## src/iaoe_consts.svh

```systemverilog
// Constants for the increment and OR execute block
`ifndef IAOE_CONSTS_SVH
`define IAOE_CONSTS_SVH
`define IAOE_DATA_W      8
`define IAOE_ADDR_W      7
`define IAOE_ZERO_BYTE   8'h00
`define IAOE_ONE_BYTE    8'h01
`define IAOE_ALL_ONES    8'hff
`define IAOE_ADDR_ZERO   7'h00
`define IAOE_W_RESET     8'h00
`define IAOE_DEST_W      1'b0
`define IAOE_DEST_F      1'b1
`endif

```

## src/iaoe_pkg.sv

```systemverilog
// Types for the increment and OR execute block
package iaoe_pkg;
  // Operation select presented by the fetch/decode stage
  typedef enum logic [2:0] {
    IAOE_OP_NONE,
    IAOE_OP_INCREMENT_SKIP_IF_ZERO,
    IAOE_OP_OR_LITERAL_INTO_ACCUMULATOR,
    IAOE_OP_INCREMENT_FILE_REGISTER,
    IAOE_OP_OR_ACCUMULATOR_WITH_FILE
  } iaoe_op_t;
  // Execute sequencer state
  typedef enum logic [0:0] {
    IAOE_ST_RUN,
    IAOE_ST_SKIP
  } iaoe_state_t;
endpackage : iaoe_pkg

```

## src/iaoe_alu.sv

```systemverilog
// Combinational ALU for increment and inclusive OR
`timescale 1ns/1ps
`include "iaoe_consts.svh"
module iaoe_alu (
  input  wire iaoe_pkg::iaoe_op_t op_i,     // Operation
  input  wire logic [7:0]         acc_i,    // Working register
  input  wire logic [7:0]         file_i,   // File register operand
  input  wire logic [7:0]         lit_i,    // Literal operand
  output logic      [7:0]         res_o,    // Result
  output logic                    zero_o    // Result equals zero
);
  // Result select
  always_comb begin
    case (op_i)
      iaoe_pkg::IAOE_OP_INCREMENT_SKIP_IF_ZERO,
      iaoe_pkg::IAOE_OP_INCREMENT_FILE_REGISTER: begin
        res_o = file_i + `IAOE_ONE_BYTE; // RL1 RL6
      end
      iaoe_pkg::IAOE_OP_OR_LITERAL_INTO_ACCUMULATOR: begin
        res_o = acc_i | lit_i;        // RL4 RL5
      end
      iaoe_pkg::IAOE_OP_OR_ACCUMULATOR_WITH_FILE: begin
        res_o = acc_i | file_i;       // RL7
      end
      default: begin
        res_o = `IAOE_ZERO_BYTE;
      end
    endcase
  end
  // Zero detect on the full 8-bit result
  assign zero_o = (res_o == `IAOE_ZERO_BYTE); // RL8
endmodule : iaoe_alu

```

## src/iaoe_core.sv

```systemverilog
// Execute stage for increment, increment-skip and inclusive OR operations
// Function
// RL1: Increment-skip adds one, leaves flags unchanged
// RL2: Destination 0 to accumulator, 1 to file
// RL3: Zero increment-skip result turns next into no-op
// RL4: Literal OR into accumulator, updates zero flag
// RL5: Any literal 0..255 accepted, only zero flag
// RL6: Plain increment updates zero flag, never skips
// RL7: Register OR routes per destination, updates zero
// RL8: Zero flag set iff result is zero
`timescale 1ns/1ps
`include "iaoe_consts.svh"
module iaoe_core (
  input  wire logic               clk_i,      // 50 MHz core clock
  input  wire logic               nrst_i,     // Async reset, active low
  input  wire logic               valid_i,    // Instruction presented this cycle
  input  wire iaoe_pkg::iaoe_op_t op_i,       // Decoded operation
  input  wire logic [6:0]         faddr_i,    // File register address
  input  wire logic               dest_i,     // Destination bit
  input  wire logic [7:0]         lit_i,      // 8-bit literal
  input  wire logic [7:0]         frd_i,      // File register read data
  output logic      [6:0]         fraddr_o,   // File register read address
  output logic                    fwe_o,      // File write enable (pulse)
  output logic      [6:0]         fwaddr_o,   // File write address
  output logic      [7:0]         fwdata_o,   // File write data
  output logic      [7:0]         acc_o,      // Working register
  output logic                    zflag_o,    // Zero status flag
  output logic                    skip_o,     // Current slot executes as no-op
  output logic                    ready_o     // Stage accepts an instruction
);
  ////////////////////////////////////////////////////////////////////////////
  // State
  // Every result is registered so the outputs never glitch towards the file or flags
  iaoe_pkg::iaoe_state_t st_q, st_d;          // Sequencer state
  logic [7:0]            acc_q, acc_d;        // Working register
  logic                  z_q, z_d;            // Zero flag
  logic                  fwe_q, fwe_d;        // File write strobe
  logic [6:0]            fwa_q, fwa_d;        // File write address
  logic [7:0]            fwd_q, fwd_d;        // File write data
  logic [7:0]            res;                 // ALU result
  logic                  res_zero;            // ALU zero detect
  logic                  exec;                // Instruction really executes

  // Does this operation carry a destination bit
  // Literal OR always writes the accumulator, whatever dest_i says
  function automatic logic has_dest(input iaoe_pkg::iaoe_op_t op);
    has_dest = (op == iaoe_pkg::IAOE_OP_INCREMENT_SKIP_IF_ZERO) ||
               (op == iaoe_pkg::IAOE_OP_INCREMENT_FILE_REGISTER) ||
               (op == iaoe_pkg::IAOE_OP_OR_ACCUMULATOR_WITH_FILE);
  endfunction : has_dest

  // Does this operation update the zero flag
  // Increment-skip is left out on purpose: it touches no status flag
  function automatic logic sets_zero(input iaoe_pkg::iaoe_op_t op);
    sets_zero = (op == iaoe_pkg::IAOE_OP_OR_LITERAL_INTO_ACCUMULATOR) ||
                (op == iaoe_pkg::IAOE_OP_INCREMENT_FILE_REGISTER) ||
                (op == iaoe_pkg::IAOE_OP_OR_ACCUMULATOR_WITH_FILE);
  endfunction : sets_zero

  ////////////////////////////////////////////////////////////////////////////
  // Datapath
  // The ALU is shared by all four operations; only the routing below differs
  iaoe_alu u_alu (
    .op_i   (op_i),
    .acc_i  (acc_q),
    .file_i (frd_i),
    .lit_i  (lit_i),
    .res_o  (res),
    .zero_o (res_zero)
  );

  // File is read combinationally at the presented address
  // Limitation: the file must answer within the same cycle, there is no stall
  assign fraddr_o = faddr_i;
  // The slot after a zero increment-skip is swallowed
  assign exec     = valid_i && (st_q == iaoe_pkg::IAOE_ST_RUN); // RL3
  // Always ready: the skipped slot consumes the following instruction
  // Back-pressure is never needed, so ready is a constant rather than a register
  assign ready_o  = 1'b1;
  assign skip_o   = (st_q == iaoe_pkg::IAOE_ST_SKIP);

  ////////////////////////////////////////////////////////////////////////////
  // Next-state and result routing
  // Defaults hold the data registers, so only the taken branch says what changes;
  // the sequencer defaults to run and the file strobe to low, which makes the strobe a one-cycle pulse
  always_comb begin
    st_d  = iaoe_pkg::IAOE_ST_RUN;
    acc_d = acc_q;
    z_d   = z_q;
    fwe_d = 1'b0;
    fwa_d = fwa_q;
    fwd_d = fwd_q;
    if (st_q == iaoe_pkg::IAOE_ST_SKIP) begin
      // No-op slot: nothing written, wait for the next instruction to pass
      st_d = valid_i ? iaoe_pkg::IAOE_ST_RUN : iaoe_pkg::IAOE_ST_SKIP; // RL3
    end else if (exec && op_i != iaoe_pkg::IAOE_OP_NONE) begin
      // Route the result
      if (has_dest(op_i) && dest_i == `IAOE_DEST_F) begin
        fwe_d = 1'b1;                          // RL2
        fwa_d = faddr_i;
        fwd_d = res;
      end else begin
        acc_d = res;                           // RL2 RL4
      end
      // Flag update; increment-skip leaves flags alone
      if (sets_zero(op_i)) begin
        z_d = res_zero;                        // RL8 RL5 RL6 RL7
      end
      // Increment-skip wrapping to zero arms the no-op slot
      // The skip decision uses the ALU result, so it holds for either destination
      if (op_i == iaoe_pkg::IAOE_OP_INCREMENT_SKIP_IF_ZERO && res_zero) begin
        st_d = iaoe_pkg::IAOE_ST_SKIP;         // RL3
      end
    end
  end

  // Register stage only
  // Reset puts the sequencer in the run state, so no slot is swallowed after reset
  always_ff @(posedge clk_i or negedge nrst_i) begin
    if (!nrst_i) begin
      st_q  <= iaoe_pkg::IAOE_ST_RUN;
      acc_q <= `IAOE_W_RESET;
      z_q   <= 1'b0;
      fwe_q <= 1'b0;
      fwa_q <= `IAOE_ADDR_ZERO;
      fwd_q <= `IAOE_ZERO_BYTE;
    end else begin
      st_q  <= st_d;
      acc_q <= acc_d;
      z_q   <= z_d;
      fwe_q <= fwe_d;
      fwa_q <= fwa_d;
      fwd_q <= fwd_d;
    end
  end

  assign acc_o    = acc_q;
  assign zflag_o  = z_q;
  assign fwe_o    = fwe_q;
  assign fwaddr_o = fwa_q;
  assign fwdata_o = fwd_q;

  ////////////////////////////////////////////////////////////////////////////
  // Assertions
  // Checks watch registered state one edge after an instruction is taken,
  // so what they judge is what the core drives, not what the source presents;
  // the no-op slot is checked from the sequencer state, whatever the spacing.

  // Increment-skip must leave the zero flag exactly as it was
  skip_flags_a: assert property (@(posedge clk_i) disable iff (!nrst_i) // RL1
    exec && op_i == iaoe_pkg::IAOE_OP_INCREMENT_SKIP_IF_ZERO |=> $stable(z_q))
    else $error("increment-skip changed zero flag");

  // Incremented value lands at whichever destination was picked
  inc_result_a: assert property (@(posedge clk_i) disable iff (!nrst_i) // RL1
    exec && (op_i == iaoe_pkg::IAOE_OP_INCREMENT_SKIP_IF_ZERO ||
             op_i == iaoe_pkg::IAOE_OP_INCREMENT_FILE_REGISTER)
    |=> (fwe_q ? fwd_q : acc_q) == $past(frd_i) + `IAOE_ONE_BYTE)
    else $error("increment result wrong");

  // Destination bit set: file strobe with the result, accumulator kept
  dest_file_a: assert property (@(posedge clk_i) disable iff (!nrst_i) // RL2
    exec && has_dest(op_i) && dest_i == `IAOE_DEST_F
    |=> fwe_q && fwd_q == $past(res) && $stable(acc_q))
    else $error("destination file not honoured");

  // Destination bit clear, or no destination: accumulator takes the result
  dest_acc_a: assert property (@(posedge clk_i) disable iff (!nrst_i) // RL2
    exec && op_i != iaoe_pkg::IAOE_OP_NONE && !(has_dest(op_i) && dest_i == `IAOE_DEST_F)
    |=> !fwe_q && acc_q == $past(res))
    else $error("destination accumulator not honoured");

  // Zero increment-skip result arms the no-op slot
  skip_arm_a: assert property (@(posedge clk_i) disable iff (!nrst_i) // RL3
    exec && op_i == iaoe_pkg::IAOE_OP_INCREMENT_SKIP_IF_ZERO && frd_i == `IAOE_ALL_ONES
    |=> skip_o)
    else $error("following instruction not skipped");

  // The swallowed instruction changes nothing and closes the no-op slot
  skip_slot_a: assert property (@(posedge clk_i) disable iff (!nrst_i) // RL3
    st_q == iaoe_pkg::IAOE_ST_SKIP && valid_i
    |=> !fwe_q && $stable(acc_q) && $stable(z_q) && !skip_o)
    else $error("swallowed instruction had an effect");

  // With nothing presented the no-op slot stays armed
  skip_wait_a: assert property (@(posedge clk_i) disable iff (!nrst_i) // RL3
    st_q == iaoe_pkg::IAOE_ST_SKIP && !valid_i
    |=> skip_o && !fwe_q)
    else $error("no-op slot lost before an instruction");

  // A nonzero increment-skip result lets the next instruction run
  no_skip_a: assert property (@(posedge clk_i) disable iff (!nrst_i) // RL3
    exec && op_i == iaoe_pkg::IAOE_OP_INCREMENT_SKIP_IF_ZERO && frd_i != `IAOE_ALL_ONES
    |=> st_q == iaoe_pkg::IAOE_ST_RUN)
    else $error("skip taken on nonzero result");

  // Literal OR result, worked out from the previous accumulator
  or_lit_a: assert property (@(posedge clk_i) disable iff (!nrst_i) // RL4
    exec && op_i == iaoe_pkg::IAOE_OP_OR_LITERAL_INTO_ACCUMULATOR
    |=> acc_q == ($past(acc_q) | $past(lit_i)))
    else $error("literal OR result wrong");

  // Literal OR never writes the file and its flag tracks the new accumulator
  lit_flags_a: assert property (@(posedge clk_i) disable iff (!nrst_i) // RL5
    exec && op_i == iaoe_pkg::IAOE_OP_OR_LITERAL_INTO_ACCUMULATOR
    |=> !fwe_q && z_q == (acc_q == `IAOE_ZERO_BYTE))
    else $error("literal OR side effect wrong");

  // Plain increment flags a wrap and never arms a skip
  inc_plain_a: assert property (@(posedge clk_i) disable iff (!nrst_i) // RL6
    exec && op_i == iaoe_pkg::IAOE_OP_INCREMENT_FILE_REGISTER
    |=> st_q == iaoe_pkg::IAOE_ST_RUN && z_q == ($past(frd_i) == `IAOE_ALL_ONES))
    else $error("plain increment wrong");

  // Register OR flag, worked out from both operands
  or_file_a: assert property (@(posedge clk_i) disable iff (!nrst_i) // RL7
    exec && op_i == iaoe_pkg::IAOE_OP_OR_ACCUMULATOR_WITH_FILE
    |=> z_q == (($past(acc_q) | $past(frd_i)) == `IAOE_ZERO_BYTE))
    else $error("register OR zero flag wrong");

  // Any flag-setting instruction leaves the flag equal to a zero result
  zero_flag_a: assert property (@(posedge clk_i) disable iff (!nrst_i) // RL8
    exec && sets_zero(op_i) |=> z_q == ($past(res) == `IAOE_ZERO_BYTE))
    else $error("zero flag does not match result");
endmodule : iaoe_core

```

## config.mk

```make
export PLATFORM = sky130hd
export DESIGN_NAME = iaoe_core
export DESIGN_NICKNAME = d
export VERILOG_FILES = /design/src/iaoe_pkg.sv /design/src/iaoe_alu.sv /design/src/iaoe_core.sv
export VERILOG_INCLUDE_DIRS = /design/src /design/src/src
export SDC_FILE = /design/constraint.sdc
export NUM_CORES = 1
export LEC_CHECK = 0
export BUFFER_PORTS_ARGS = -buffer_cell sky130_fd_sc_hd__buf_2
export CORE_UTILIZATION = 44
export DETAILED_ROUTE_END_ITERATION = 10
export PLACE_DENSITY = 0.76
export SYNTH_ARGS = -nofsm -noshare
export SYNTH_HDL_FRONTEND = slang
export SYNTH_SLANG_ARGS = --single-unit
```

## constraint.sdc

```tcl
create_clock -name clk_i -period 1.79 [get_ports clk_i]
set_clock_uncertainty 0.2 [all_clocks]
set_input_delay 0.179 -clock clk_i [delete_from_list [all_inputs] [get_ports clk_i]]
set_output_delay 0.179 -clock clk_i [all_outputs]
set_load 0.05 [all_outputs]
```

==> load_flow_metrics.sql <==
INSERT INTO impl_metrics (metric_group, metric, value, unit) VALUES
('critical_path', 'required', '1.77', 'ns'),
('global_routing', 'first_global_vias', '1406', ''),
('power', 'clock_power_share', '0.154', ''),
('timing', 'setup_viol_count_final', '0', ''),
('clock_tree', 'cts_max_path_buffers', '2', ''),
('place', 'number_of_port_buffers', '62', ''),
('synthesis', 'part_of_the_yosys_area_used_for_sequential_elements', '0.4019', ''),
('floorplanning', 'dieWidth', '62.66', 'um'),
('synthesis', 'post_synthesis_share_of_cell_area_spent_on_and_or_nand_and_nor_gates', '0.1468', ''),
('clock_tree', 'htree_levels', '1', ''),
('detailed_routing', 'avgViaCountPerCell', '5.045', ''),
('timing', 'fin_crit_sh', '0.9727', ''),
('detailed_routing', 'routed_wl', '4059', 'um'),
('power', 'comb_power_share', '0.484', ''),
('floorplanning', 'placementRows', '21', ''),
('critical_path', 'setup.worst_path.start_class', 'register', ''),
('timing', 'slew_violations', '0', ''),
('synthesis', 'post_synth_fa_ha_maj_area_fraction', '0.007728', ''),
('synthesis', 'asyncSetResetFlopFracSynth', '1.000', ''),
('synthesis', 'synth-edff-count', '0', ''),
('synthesis', 'syn_area', '1619', 'um^2'),
('power', 'vdd_drop_max', '841.2', 'uV'),
('synthesis', 'synth-main-ff-cell', 'sky130_fd_sc_hd__dfrtp_1', ''),
('floorplanning', 'floorplan.die.height', '62.66', 'um'),
('synthesis', 'synth.yosys.warnings', '0', ''),
('critical_path', 'criticalPathCategory', 'reg -> reg', ''),
('job', 'drv.max_cap_violation_count', '0', ''),
('clock_tree', 'cts_sinks', '26', ''),
('timing', 'period_minus_slack', '1.741', 'ns'),
('synthesis', 'post_synth_inst_count', '160', ''),
('timing', 'worstMarginPinSlew', '0.5681', 'ns'),
('floorplanning', 'core', '3442', 'um^2'),
('place', 'dp_hpwl', '3030', 'um'),
('detailed_routing', 'vias', '1448', ''),
('global_routing', 'number_of_antenna_violations_at_the_first_check_in_global_routing', '0', ''),
('floorplanning', 'die_area', '3926', 'um^2'),
('clock_tree', 'cts_tree', 'yes', ''),
('power', 'power.static_leakage', '0.001062', 'uW'),
('critical_path', 'timing.critical_path.to_type', 'register', ''),
('critical_path', 'crit_fanout', '2', ''),
('detailed_routing', 'drc_errors', '0', ''),
('synthesis', 'synth_top_family_by_area', 'compound AO/OA/AOI/OAI gates', ''),
('finish', 'multi_input_area', '829.5', 'um^2'),
('detailed_routing', 'detail_route.iter0.violations', '121', ''),
('clock_tree', 'clock_root_buffer', 'sky130_fd_sc_hd__clkbuf_8', ''),
('finish', 'nNetsFinal', '273', ''),
('critical_path', 'worstPathArrival', '1.72', 'ns'),
('finish', 'mostFrequentLayoutCells', 'sky130_fd_sc_hd__buf_2, sky130_fd_sc_hd__buf_4, sky130_fd_sc_hd__dfrtp_1, sky130_fd_sc_hd__nor2_1', ''),
('finish', 'share_of_cells_above_drive_strength_1', '0.5062', ''),
('finish', 'antenna_cells', '0', ''),
('run_status', 'status', 'complete, no violations', ''),
('finish', 'fin_cells', '287', ''),
('place', 'weighted_congestion_reported_at_the_end_of_routability_driven_placement', '0.8683', ''),
('synthesis', 'synth_xor_area_frac', '0.03246', ''),
('timing', 'maxSlewHeadroom', '0.6213', ''),
('global_routing', 'gr-usage-all-layers', '0.2185', ''),
('power', 'p_sw_frac', '0.4487', ''),
('timing', 'grt_setup_unrepaired', 'yes', ''),
('power', 'power.share.sequential', '0.362', ''),
('finish', 'fillers', '289', ''),
('global_routing', 'grt_max_degree', '27', ''),
('power', 'net_sw_power', '960.2', 'uW'),
('critical_path', 'cpMaxStageDelayCell', 'sky130_fd_sc_hd__dfrtp_2', ''),
('synthesis', 'synth_compound_area_frac', '0.1886', ''),
('timing', 'fmax', '574.4', 'MHz'),
('finish', 'sequential_cell_area', '653.1', 'um^2'),
('detailed_routing', 'route.detailed.wl_per_inst', '14.14', 'um'),
('floorplanning', 'initial_core_util', '0.4704', ''),
('synthesis', 'synth_cell_type_count', '49', ''),
('timing', 'finalHoldViolations', '0', ''),
('critical_path', 'critical_path.max_stage_delay', '0.41', 'ns');
[through the flow]
stage | TNS [ns] | instance area [um^2] | setup WS, ns | utilization | hold WS (ns)
finish | 0 | 2220 | 0.04893 | 0.6449 | 0.01190
floorplan | -0.1241 | 1649 | -0.1092 | - | -0.3166
CTS | 0 | 2192 | 0.00007050 | 0.6369 | 0.01033
global route | -0.03096 | 2220 | -0.03096 | 0.6449 | 0.01440
global placement | -0.4694 | 2059 | -0.2645 | 0.5983 | 0.004712
detailed placement | -1.307 | 2059 | -0.3200 | 0.5983 | 0.007193
[state kept, by name (all words and copies together) (netlist names)]
name	flops
acc_o	8
fwaddr_o	7
skip_o	1
fwdata_o	8
fwe_o	1
zflag_o	1
[synth_stat cells (2+ instances only)]
cell	instances	area, um^2
sky130_fd_sc_hd__buf_4	10	75.07
sky130_fd_sc_hd__nand3_1	3	15.01
sky130_fd_sc_hd__mux2_2	12	135.1
sky130_fd_sc_hd__a21oi_1	12	60.06
sky130_fd_sc_hd__nor2b_1	5	31.28
sky130_fd_sc_hd__dfrtp_1	26	650.6
sky130_fd_sc_hd__nor2_1	16	60.06
sky130_fd_sc_hd__buf_6	4	45.04
sky130_fd_sc_hd__nand2b_1	2	12.51
sky130_fd_sc_hd__inv_1	6	22.52
sky130_fd_sc_hd__nand4b_1	2	17.52
sky130_fd_sc_hd__mux2i_1	4	40.04
sky130_fd_sc_hd__clkbuf_1	3	11.26
sky130_fd_sc_hd__a211oi_1	5	37.54
sky130_fd_sc_hd__o21ai_0	7	35.03
sky130_fd_sc_hd__xor2_1	3	26.28
sky130_fd_sc_hd__nand2_1	6	22.52
sky130_fd_sc_hd__xnor2_1	3	26.28
[power by group through the flow]
stage	logic [uW]	registers [uW]	clock network, uW
after floorplan	313	1200	0
after global placement	993	778	0
after detailed placement	1000	782	0
after CTS	1020	770	337
after global routing	1090	787	367
final	1040	774	330
[worst reg2reg max path: cells and delay by family (launching register included)]
family / cells / cell delay [ns]
flops: 1 / 0.41
compound gates: 4 / 1.05
[cell families after synthesis]
family / after synthesis
compound gates: 40
flops: 26
buf+inv: 26
fa+ha+maj: 1
other cells: 1
xor+xnor: 6
mux: 16
simple gates: 44
[path summary, 6_finish.rpt]
check / from / endpoint / slack (ns) / cells past startpoint
min in group asynchronous: nrst_i / acc_o[7] / 0.23 / 2
worst max register to register: acc_o[5] / skip_o / 0.05 / 4
max in group asynchronous: nrst_i / acc_o[5] / 0.76 / 2
worst min-delay path: valid_i / skip_o / 0.01 / 3
worst min register to register: zflag_o / zflag_o / 0.30 / 2
worst max-delay path: acc_o[5] / skip_o / 0.05 / 4
[final cells by class]
type,count,area share
Clock buffer,4,0.02029
Inverter,7,0.01409
Multi-Input combinational cell,108,0.3737
Sequential cell,26,0.2942
Tap cell,46,0.02593
Timing Repair Buffer,96,0.2717
[routing by layer]
layer,wire (um),up-vias,track usage
met5,0,-,0
met1,1788,685,0.2774
li1,-,718,-
met4,44,0,0.05523
met3,163,4,0.04197
met2,2062,41,0.3791
[timing repair]
action	CTS	global route
hold buffers	8	0
endpoints found under the setup margin	1	5
resized for setup	3	4
endpoints found under the hold margin	33	0
pin swaps	4	1
No activity file was read; power rests on OpenSTA's default activity.
